--- src/pmu_pkg.sv ---
/*
 * Shared constants and types of the controller multiply unit.
 * Assumes a 32-bit classic Wishbone bus with byte addresses.
 */
package pmu_pkg;
    localparam int unsigned ADDR_W      = 6;
    localparam int unsigned WORD_W      = 16;
    localparam int unsigned BIN_HALF_W  = 27;
    localparam int unsigned BIN_W       = 54;
    localparam int unsigned BCD_W       = 64;
    localparam int unsigned DIGITS      = 16;
    localparam int unsigned STACK_DEPTH = 8;
    localparam logic [5:0]  DD_LAST     = 6'h35;

    localparam logic [5:0] OFS_CTRL     = 6'h00;
    localparam logic [5:0] OFS_ACC      = 6'h04;
    localparam logic [5:0] OFS_OPND     = 6'h08;
    localparam logic [5:0] OFS_STACK    = 6'h0C;
    localparam logic [5:0] OFS_FLAGS    = 6'h10;
    localparam logic [5:0] OFS_INT_STAT = 6'h14;
    localparam logic [5:0] OFS_INT_EN   = 6'h18;
    localparam logic [5:0] OFS_INT_CLR  = 6'h1C;
    localparam logic [5:0] OFS_BUSY     = 6'h20;

    localparam int unsigned CB_GO     = 0;
    localparam int unsigned CB_OP     = 1;
    localparam int unsigned CB_SRC    = 3;
    localparam int unsigned CB_RUNG   = 5;
    localparam int unsigned CB_PTR_OK = 6;

    localparam int unsigned INT_W   = 2;
    localparam int unsigned IB_DONE = 0;
    localparam int unsigned IB_ERR  = 1;

    localparam logic [3:0]  BCD_MAX_DIGIT = 4'h9;
    localparam logic [3:0]  DD_ADJ_MIN    = 4'h5;
    localparam logic [3:0]  DD_ADJ        = 4'h3;
    localparam logic [9:0]  FLT_BIAS      = 10'h07F;
    localparam logic [7:0]  FLT_EXP_MAX   = 8'hFF;
    localparam logic [31:0] FLT_QNAN      = 32'h7FC0_0000;

    typedef enum logic [1:0] {
        decimal_multiply_op,
        decimal_double_multiply_op,
        real_multiply_op
    } pmu_op_e;

    typedef enum logic [1:0] {
        PMU_SRC_MEM,
        PMU_SRC_PTR,
        PMU_SRC_CONST
    } pmu_src_e;

    typedef struct packed {
        logic bad_operand_encoding_flag;
        logic float_underflow_flag;
        logic sign_error_flag;
        logic invalid_float_flag;
        logic invalid_pointer_flag;
        logic negative_result_flag;
        logic zero_result_flag;
    } pmu_flags_s;

    typedef struct packed {
        pmu_op_e  op;
        pmu_src_e src;
        logic     rung;
        logic     ptr_ok;
    } pmu_cmd_s;

    typedef struct packed {
        logic [31:0] res;
        logic        uflow;
        logic        ovf;
        logic        nonreal;
        logic        sgn_err;
    } pmu_fres_s;
endpackage

--- src/pmu_plc_multiply_unit.sv ---
/*
 * Accumulator multiply unit: decimal, double decimal and real multiply,
 * status flags, a small accumulator stack and a Wishbone register slave.
 * Assumes one clock, a synchronous reset and software that supplies the
 * operand words and the pointer validity through the registers.
 */
// Local design decisions: the Wishbone register port and the register offsets.
// Overview of operation
// - Decimal multiply takes the low 16 accumulator bits as one factor.
// - Decimal multiply takes a memory word or a four digit constant operand.
// - A decimal product of up to eight digits goes to the accumulator.
// - Double multiply multiplies the eight digit accumulator by two words.
// - Double multiply keeps eight low digits and stacks the high ones.
// - Real multiply multiplies the accumulator float by the operand float.
// - The zero flag is set when the accumulator result is zero.
// - The negative flag is set when the accumulator result is negative.
// - A decimal multiply sets the bad encoding flag on a non-decimal nibble.
// - A real multiply sets the bad encoding flag on a non-real operand.
// - An invalid pointer operand sets the invalid pointer flag.
// - A real multiply leaving an invalid float sets the invalid float flag.
// - A wrong sign bit in the result sets the sign error flag.
// - A real multiply underflow sets the underflow flag.
// - Each flag holds until the next instruction that uses it updates it.
`timescale 1ns/1ps
module pmu_plc_multiply_unit (
    input  wire logic                      clock_i,
    input  wire logic                      rst_i,
    input  wire logic                      wb_cyc_i,
    input  wire logic                      wb_stb_i,
    input  wire logic                      wb_we_i,
    input  wire logic [pmu_pkg::ADDR_W-1:0] wb_adr_i,
    input  wire logic [3:0]                wb_sel_i,
    input  wire logic [31:0]               wb_dat_i,
    output logic      [31:0]               wb_dat_o,
    output logic                           wb_ack_o,
    output logic                           irq_o
);
    typedef enum logic [1:0] {PMU_IDLE, PMU_CONV, PMU_FIN} pmu_state_e;

    function automatic logic bcd_ok(input logic [31:0] v);
        logic ok;
        ok = 1'b1;
        for (int i = 0; i < 8; i++) begin
            if (v[4*i +: 4] > pmu_pkg::BCD_MAX_DIGIT) begin
                ok = 1'b0;
            end
        end
        return ok;
    endfunction

    function automatic logic [63:0] bcd2bin(input logic [63:0] v);
        logic [63:0] r;
        r = 64'h0;
        for (int i = pmu_pkg::DIGITS - 1; i >= 0; i--) begin
            r = 64'(r * 64'hA) + {60'h0, v[4*i +: 4]};
        end
        return r;
    endfunction

    function automatic logic [63:0] dd_adjust(input logic [63:0] v);
        logic [63:0] r;
        r = v;
        for (int i = 0; i < pmu_pkg::DIGITS; i++) begin
            if (v[4*i +: 4] >= pmu_pkg::DD_ADJ_MIN) begin
                r[4*i +: 4] = v[4*i +: 4] + pmu_pkg::DD_ADJ;
            end
        end
        return r;
    endfunction

    // Mantissas are truncated and subnormal inputs count as zero; this keeps
    // the datapath to one cycle at the cost of exact IEEE rounding.
    function automatic pmu_pkg::pmu_fres_s fmul(input logic [31:0] a,
                                                input logic [31:0] b);
        pmu_pkg::pmu_fres_s f;
        logic [47:0] m;
        logic [9:0]  e;
        logic        s;
        f = '0;
        s = a[31] ^ b[31];
        m = {1'b1, a[22:0]} * {1'b1, b[22:0]};
        e = {2'h0, a[30:23]} + {2'h0, b[30:23]} - pmu_pkg::FLT_BIAS
            + {9'h0, m[47]};
        f.nonreal = (a[30:23] == pmu_pkg::FLT_EXP_MAX) ||
                    (b[30:23] == pmu_pkg::FLT_EXP_MAX);
        if (f.nonreal) begin
            f.res = pmu_pkg::FLT_QNAN;
        end else if (a[30:23] == 8'h00 || b[30:23] == 8'h00) begin
            f.res = {s, 31'h0};
        end else if (e[9] || e == 10'h000) begin
            f.res   = {s, 31'h0};
            f.uflow = 1'b1;
        end else if (e >= {2'h0, pmu_pkg::FLT_EXP_MAX}) begin
            f.res = {s, pmu_pkg::FLT_EXP_MAX, 23'h0};
            f.ovf = 1'b1;
        end else begin
            f.res = {s, e[7:0], m[47] ? m[46:24] : m[45:23]};
        end
        f.sgn_err = !f.nonreal && (f.res[31] != s);
        return f;
    endfunction

    logic [31:0]         acc_r;
    logic [31:0]         opnd_r;
    logic [31:0]         stack_r [pmu_pkg::STACK_DEPTH];
    pmu_pkg::pmu_flags_s flags_r;
    pmu_pkg::pmu_cmd_s   cmd_r;
    pmu_state_e          state_r;
    logic [5:0]          cnt_r;
    logic [53:0]         bin_r;
    logic [53:0]         prod_r;
    logic [63:0]         bcd_r;
    logic [pmu_pkg::INT_W-1:0] int_stat_r;
    logic [pmu_pkg::INT_W-1:0] int_en_r;

    wire wb_req  = wb_cyc_i && wb_stb_i;
    wire wr_now  = wb_req && wb_we_i && wb_ack_o;
    wire wr_ctrl = wr_now && (wb_adr_i == pmu_pkg::OFS_CTRL);
    wire wr_acc  = wr_now && (wb_adr_i == pmu_pkg::OFS_ACC)
                   && (state_r == PMU_IDLE);
    wire wr_opnd = wr_now && (wb_adr_i == pmu_pkg::OFS_OPND);
    wire wr_pop  = wr_now && (wb_adr_i == pmu_pkg::OFS_STACK)
                   && (state_r == PMU_IDLE);
    wire wr_ien  = wr_now && (wb_adr_i == pmu_pkg::OFS_INT_EN);
    wire wr_iclr = wr_now && (wb_adr_i == pmu_pkg::OFS_INT_CLR);

    pmu_pkg::pmu_cmd_s cmd_w;
    assign cmd_w.op     = pmu_pkg::pmu_op_e'(wb_dat_i[pmu_pkg::CB_OP +: 2]);
    assign cmd_w.src    = pmu_pkg::pmu_src_e'(wb_dat_i[pmu_pkg::CB_SRC +: 2]);
    assign cmd_w.rung   = wb_dat_i[pmu_pkg::CB_RUNG];
    assign cmd_w.ptr_ok = wb_dat_i[pmu_pkg::CB_PTR_OK];

    wire go      = wr_ctrl && wb_dat_i[pmu_pkg::CB_GO]
                   && (state_r == PMU_IDLE);
    wire start   = go && cmd_w.rung;
    wire ptr_bad = (cmd_w.src == pmu_pkg::PMU_SRC_PTR) && !cmd_w.ptr_ok;
    wire is_real = (cmd_w.op == pmu_pkg::real_multiply_op);
    wire is_dbl  = (cmd_w.op == pmu_pkg::decimal_double_multiply_op);

    // A double multiply has no constant form, so its operand is always both
    // words; the single multiply only ever sees the low word.
    wire [31:0] acc_dec = is_dbl ? acc_r : {16'h0, acc_r[15:0]};
    wire [31:0] op_dec  = is_dbl ? opnd_r
                                 : {16'h0, opnd_r[15:0]};
    wire        enc_bad = !bcd_ok(acc_dec) || !bcd_ok(op_dec);
    wire [53:0] prod_w  = 54'(bcd2bin({32'h0, acc_dec})
                          * bcd2bin({32'h0, op_dec}));

    pmu_pkg::pmu_fres_s fr;
    assign fr = fmul(acc_r, opnd_r);

    wire real_ok = start && is_real && !ptr_bad;
    wire dec_go  = start && !is_real && !ptr_bad && !enc_bad;
    wire fin     = (state_r == PMU_FIN);
    // The top bit of the adjusted value is shifted out on purpose: sixteen
    // digits always hold the product, so it is never set.
    wire [63:0] dd_adj = dd_adjust(bcd_r);
    wire [63:0] dd_nxt = {dd_adj[62:0], bin_r[53]};

    always_ff @(posedge clock_i) begin
        if (rst_i) begin
            state_r <= PMU_IDLE;
            cnt_r   <= 6'h00;
        end else begin
            case (state_r)
                PMU_IDLE: begin
                    if (dec_go) begin
                        state_r <= PMU_CONV;
                    end
                    cnt_r <= 6'h00;
                end
                PMU_CONV: begin
                    if (cnt_r == pmu_pkg::DD_LAST) begin
                        state_r <= PMU_FIN;
                    end
                    cnt_r <= cnt_r + 6'h01;
                end
                default: begin
                    state_r <= PMU_IDLE;
                end
            endcase
        end
    end

    always_ff @(posedge clock_i) begin
        if (dec_go) begin
            bin_r  <= prod_w;
            prod_r <= prod_w;
            bcd_r  <= 64'h0;
        end else if (state_r == PMU_CONV) begin
            bin_r <= {bin_r[52:0], 1'b0};
            bcd_r <= dd_nxt[63:0];
        end
    end

    always_ff @(posedge clock_i) begin
        if (rst_i) begin
            acc_r  <= 32'h0;
            opnd_r <= 32'h0;
            cmd_r  <= '0;
        end else begin
            if (wr_acc) begin
                acc_r <= wb_dat_i;
            end else if (real_ok) begin
                acc_r <= fr.res;
            end else if (fin) begin
                acc_r <= bcd_r[31:0];
            end
            if (wr_opnd) begin
                opnd_r <= wb_dat_i;
            end
            if (go) begin
                cmd_r <= cmd_w;
            end
        end
    end

    // The stack shifts as a whole; a push past the last entry drops it.
    always_ff @(posedge clock_i) begin
        if (rst_i) begin
            for (int i = 0; i < pmu_pkg::STACK_DEPTH; i++) begin
                stack_r[i] <= 32'h0;
            end
        end else if (fin && cmd_r.op == pmu_pkg::decimal_double_multiply_op)
        begin
            stack_r[0] <= bcd_r[63:32];
            for (int i = 1; i < pmu_pkg::STACK_DEPTH; i++) begin
                stack_r[i] <= stack_r[i-1];
            end
        end else if (wr_pop) begin
            for (int i = 0; i < pmu_pkg::STACK_DEPTH - 1; i++) begin
                stack_r[i] <= stack_r[i+1];
            end
            stack_r[pmu_pkg::STACK_DEPTH-1] <= 32'h0;
        end
    end

    // Only flags that an instruction uses are touched by it.
    always_ff @(posedge clock_i) begin
        if (rst_i) begin
            flags_r <= '0;
        end else if (start) begin
            flags_r.invalid_pointer_flag <= ptr_bad;
            if (is_real && !ptr_bad) begin
                flags_r.bad_operand_encoding_flag <= fr.nonreal;
                flags_r.float_underflow_flag <= fr.uflow;
                flags_r.sign_error_flag <= fr.sgn_err;
                flags_r.invalid_float_flag <=
                    fr.nonreal || fr.ovf;
                flags_r.zero_result_flag <=
                    (fr.res[30:0] == 31'h0);
                flags_r.negative_result_flag <= fr.res[31];
            end else if (!is_real && !ptr_bad) begin
                flags_r.bad_operand_encoding_flag <= enc_bad;
            end
        end else if (fin) begin
            flags_r.zero_result_flag <= (bcd_r[31:0] == 32'h0);
            flags_r.negative_result_flag <= bcd_r[31];
        end
    end

    wire [pmu_pkg::INT_W-1:0] int_evt;
    assign int_evt[pmu_pkg::IB_DONE] = real_ok || fin;
    assign int_evt[pmu_pkg::IB_ERR]  = start && (ptr_bad || (is_real
                                       ? (fr.nonreal || fr.ovf || fr.uflow)
                                       : enc_bad));

    // A new event wins over a clear in the same cycle.
    always_ff @(posedge clock_i) begin
        if (rst_i) begin
            int_stat_r <= '0;
            int_en_r   <= '0;
            irq_o      <= 1'b0;
        end else begin
            int_stat_r <= (int_stat_r & ~(wr_iclr
                          ? wb_dat_i[pmu_pkg::INT_W-1:0] : '0)) | int_evt;
            if (wr_ien) begin
                int_en_r <= wb_dat_i[pmu_pkg::INT_W-1:0];
            end
            irq_o <= |(int_stat_r & int_en_r);
        end
    end

    wire [31:0] rd_mux =
        (wb_adr_i == pmu_pkg::OFS_CTRL)     ? {25'h0, cmd_r.ptr_ok,
                                               cmd_r.rung, cmd_r.src,
                                               cmd_r.op, 1'b0} :
        (wb_adr_i == pmu_pkg::OFS_ACC)      ? acc_r :
        (wb_adr_i == pmu_pkg::OFS_OPND)     ? opnd_r :
        (wb_adr_i == pmu_pkg::OFS_STACK)    ? stack_r[0] :
        (wb_adr_i == pmu_pkg::OFS_FLAGS)    ? {25'h0, flags_r} :
        (wb_adr_i == pmu_pkg::OFS_INT_STAT) ? {30'h0, int_stat_r} :
        (wb_adr_i == pmu_pkg::OFS_INT_EN)   ? {30'h0, int_en_r} :
        (wb_adr_i == pmu_pkg::OFS_BUSY)     ? {31'h0, state_r != PMU_IDLE} :
                                              32'h0;

    always_ff @(posedge clock_i) begin
        if (rst_i) begin
            wb_ack_o <= 1'b0;
            wb_dat_o <= 32'h0;
        end else begin
            wb_ack_o <= wb_req && !wb_ack_o;
            wb_dat_o <= rd_mux;
        end
    end
endmodule

--- config.mk ---
export PLATFORM = sky130hd
export DESIGN_NAME = pmu_plc_multiply_unit
export DESIGN_NICKNAME = d
export VERILOG_FILES = /design/src/pmu_pkg.sv /design/src/pmu_plc_multiply_unit.sv
export SDC_FILE = /design/constraint.sdc
export NUM_CORES = 2
export LEC_CHECK = 0
export ABC_AREA = 1
export BUFFER_PORTS_ARGS = -buffer_cell sky130_fd_sc_hd__buf_2
export CAP_MARGIN = 20
export CORE_ASPECT_RATIO = 0.5
export CORE_MARGIN = 5
export CORE_UTILIZATION = 60
export DETAILED_ROUTE_END_ITERATION = 8
export GPL_TIMING_DRIVEN = 0
export PLACE_DENSITY = 0.79
export RECOVER_POWER = 100
export SETUP_SLACK_MARGIN = 0.4
export SLEW_MARGIN = 20
export SYNTH_ARGS = -nofsm -noshare
export SYNTH_HDL_FRONTEND = slang
export SYNTH_SLANG_ARGS = --single-unit
--- constraint.sdc ---
create_clock -name clock_i -period 20.1 [get_ports clock_i]
set_clock_uncertainty 0.1 [all_clocks]
set_input_delay 1.005 -clock clock_i [delete_from_list [all_inputs] [get_ports clock_i]]
set_output_delay 1.005 -clock clock_i [all_outputs]
set_load 0.01 [all_outputs]
==> reports/summary.txt <==
status -> complete, but fails checks
violated checks -> capacitance limit, slew limit, setup timing
Core Region -> 168,000 um^2
clock root cell -> clkbuf_16
Max FO, Critical Path -> 10
worst slew pin tran -> 3290 ps
non-filler instance count after layout -> 16,200
Distinct cells, synth -> 74
arrival time at the worst endpoint -> 22,810 ps
Inst Count DP -> 15,800
Critical Path Start -> wb_dat_i[1]
commonest non-fill, non-tap cell in the layout -> inv_1
CTS Hold Bufs -> 0
Async SR Flop Fraction -> 0
Crit path largest cell delay -> 750 ps
CTS Buf Count -> 44
drt via density -> 5.86
via count -> 94,900
share of layout cells above drive strength 1 -> 0.129
Area Overhead vs Synth -> 14.8%
clock transition at the registers of the reported paths -> 90 ps
# DRC -> 0
CP max stage cell -> a21oi_1
Top FF cell, synth -> edfxtp_1
Final ANT Viol Nets -> 0
Die Ht -> 301 um
Post-Route WL -> 373,000 um
Die X -> 592 um
Final period util -> 1.12
Worst-Skew Late Latency -> 660 ps
first-pass detailed-route iteration total -> 9
Post-Syn Area -> 102,000 um^2
Synth top area share -> 0.315
IO Port Bufs -> 76
max-slew violations -> 215
Syn Area/Cell -> 7.61 um^2
kind of critical path -> in2reg
Post-synth EDFFs -> 278
Critical Path RT -> 20,380 ps
DRT iter0 DRCs -> 10,300
Reg2Reg Setup Slack -> -2340 ps
GP Congestion -> 1.07
CP Launch Type -> input port
most frequent cells in the layout -> inv_1, nand2_1, fa_1, ha_1, nor2_1
synth top area cells -> fa_1, inv_1, nand2_1
synth warn -> 0
post-DP HPWL -> 282,000 um
row count -> 106
crit-path most repeated cell -> inv_1
Initial Util -> 0.606
worst r2r src -> acc_r[21]
RR Endpoint -> bin_r[53]
worst-case clock buffer depth -> 3
R2R cell count -> 102
Worst Setup EP -> bin_r[53]
Seq/Total Area, Yosys -> 0.125
Yosys reg bits -> 497
Tmin final -> 22,520 ps
max_slew headroom -> -1.20
first-pass GRT wire length -> 532,000 um
final setup margin -> -2420 ps
Final setup viols -> 31
clock tree sinks -> 497
worst hold path type -> reg2reg
CTS tree -> yes
die area -> 178,000 um^2
Net count, final -> 16,500
area leader, netlist -> fa_1
Post-Syn Instances -> 13,400
I/O pin cnt -> 81
final hold viol count -> 0
GRT Residual Overflow -> 0
largest net degree at the start of global routing -> 64
Max H-tree Level -> 2
max-cap violations -> 4
vias in the first global route -> 92,500
Critical Path Sink Type -> flop
WL per Instance -> 23.0 um
fmax -> 0.0444 GHz
GRT Util Overall -> 0.391
RSZ-0062 raised after global routing -> true
initial antenna violation count -> 18
[state kept, by name, indices dropped and copies added (netlist names)]
| register | count |
|---|---|
| irq_o | 1 |
| int_en_r | 2 |
| bin_r | 54 |
| stack_r | 256 |
| cnt_r | 6 |
| cmd_r | 6 |
| acc_r | 32 |
| flags_r | 7 |
| opnd_r | 32 |
| wb_dat_o | 32 |
| int_stat_r | 2 |
| state_r | 2 |
| bcd_r | 64 |
| wb_ack_o | 1 |
[stage by stage]
stage | TNS [ps] | area (um^2) | utilization | hold slack [ps] | setup WS, ps
floorplan | 0 | 102000 | - | 324 | 400
global placement | -65020 | 105000 | 0.628 | 326 | -3830
detailed placement | -76040 | 106000 | 0.629 | 331 | -4020
CTS | -267 | 113000 | 0.672 | 341 | -92.8
global route | -56440 | 117000 | 0.696 | 378 | -2720
finish | -46940 | 117000 | 0.696 | 365 | -2420
[logic make-up (layout without fill, tap and decap cells)]
logic type / Yosys count / after routing / synth area share
AND/OR/NAND/NOR: 4874 / 4874 / 0.199
buffers and inverters: 3774 / 4307 / 0.139
adder cells (fa/ha/maj): 2538 / 2538 / 0.430
AO/OA/AOI/OAI: 1274 / 1274 / 0.0702
flip-flops: 497 / 497 / 0.125
XOR/XNOR: 407 / 407 / 0.0356
multiplexers: 3 / 3 / 0.000295
other: 2 / 45 / 0.0000738
[synthesized netlist by cell type (12+ instances only)]
cell type and count:
nand2_2 38, a211oi_1 15, inv_1 3263, nand3b_1 19
edfxtp_1 278, o22ai_1 201, nand3_1 444, inv_2 37
xor2_1 280, o31ai_1 12, nor3_1 82, dfxtp_1 219
o211ai_1 19, fa_1 1603, a221oi_1 15, o21bai_1 24
nor4_1 36, or2_2 28, ha_1 935, nor2_1 715
xnor2_1 121, nor2_4 16, nand2_1 3213, o21ai_0 416
clkinv_1 21, nand4_1 178, a21o_1 18, nand3_2 13
buf_1 22, a31oi_1 43, nor2_2 43, a21oi_1 446
clkbuf_1 427
[metal layers]
metal,track usage,vias up,part of all wire
met5,0,-,0.00031
met4,0.213,16,0.080
met3,0.121,1746,0.13
met2,0.605,6045,0.43
met1,0.490,45700,0.36
li1,-,41500,-
[critical path: cells and delay by family]
kind	cells	cell delay, ps
fa+ha+maj	23	9150
buf+inv	29	3130
xor+xnor	9	1760
compound gates	11	2960
simple gates	36	4770
[layout make-up]
class	instances	area, um^2
Clock buffer	53	1160
Clock inverter	29	377
Inverter	3322	12600
Fill cell	13300	51100
Multi-Input combinational cell	9137	81500
Buffer	451	2160
Sequential cell	497	12700
Antenna cell	4	10.0
Timing Repair Buffer	452	3440
Tap cell	2268	2840
[worst min path at each step]
| stage | from | endpoint | slack, ps | cells after the start |
|---|---|---|---|---|
| 2_1_floorplan | flags_r[2] | flags_r[2] | 320 | 2 |
| 3_3_place_gp | wb_ack_o | wb_ack_o | 330 | 1 |
| 3_5_place_dp | wb_ack_o | wb_ack_o | 330 | 1 |
| 4_1_cts | wb_ack_o | wb_ack_o | 340 | 1 |
| 5_1_grt | flags_r[4] | flags_r[4] | 380 | 2 |
| 6_report | stack_r[0][236] | stack_r[0][236] | 360 | 2 |
[repair_timing]
item,4_1_cts,5_1_grt
gates cloned,2,0
setup endpoints to repair,30,33
pin swaps,321,332
gates resized for setup,859,704
setup buffers,222,146
Power is left out: the tool's default activity adds up to more than one toggle a clock period on the data nets, which glitch-free logic cannot reach.
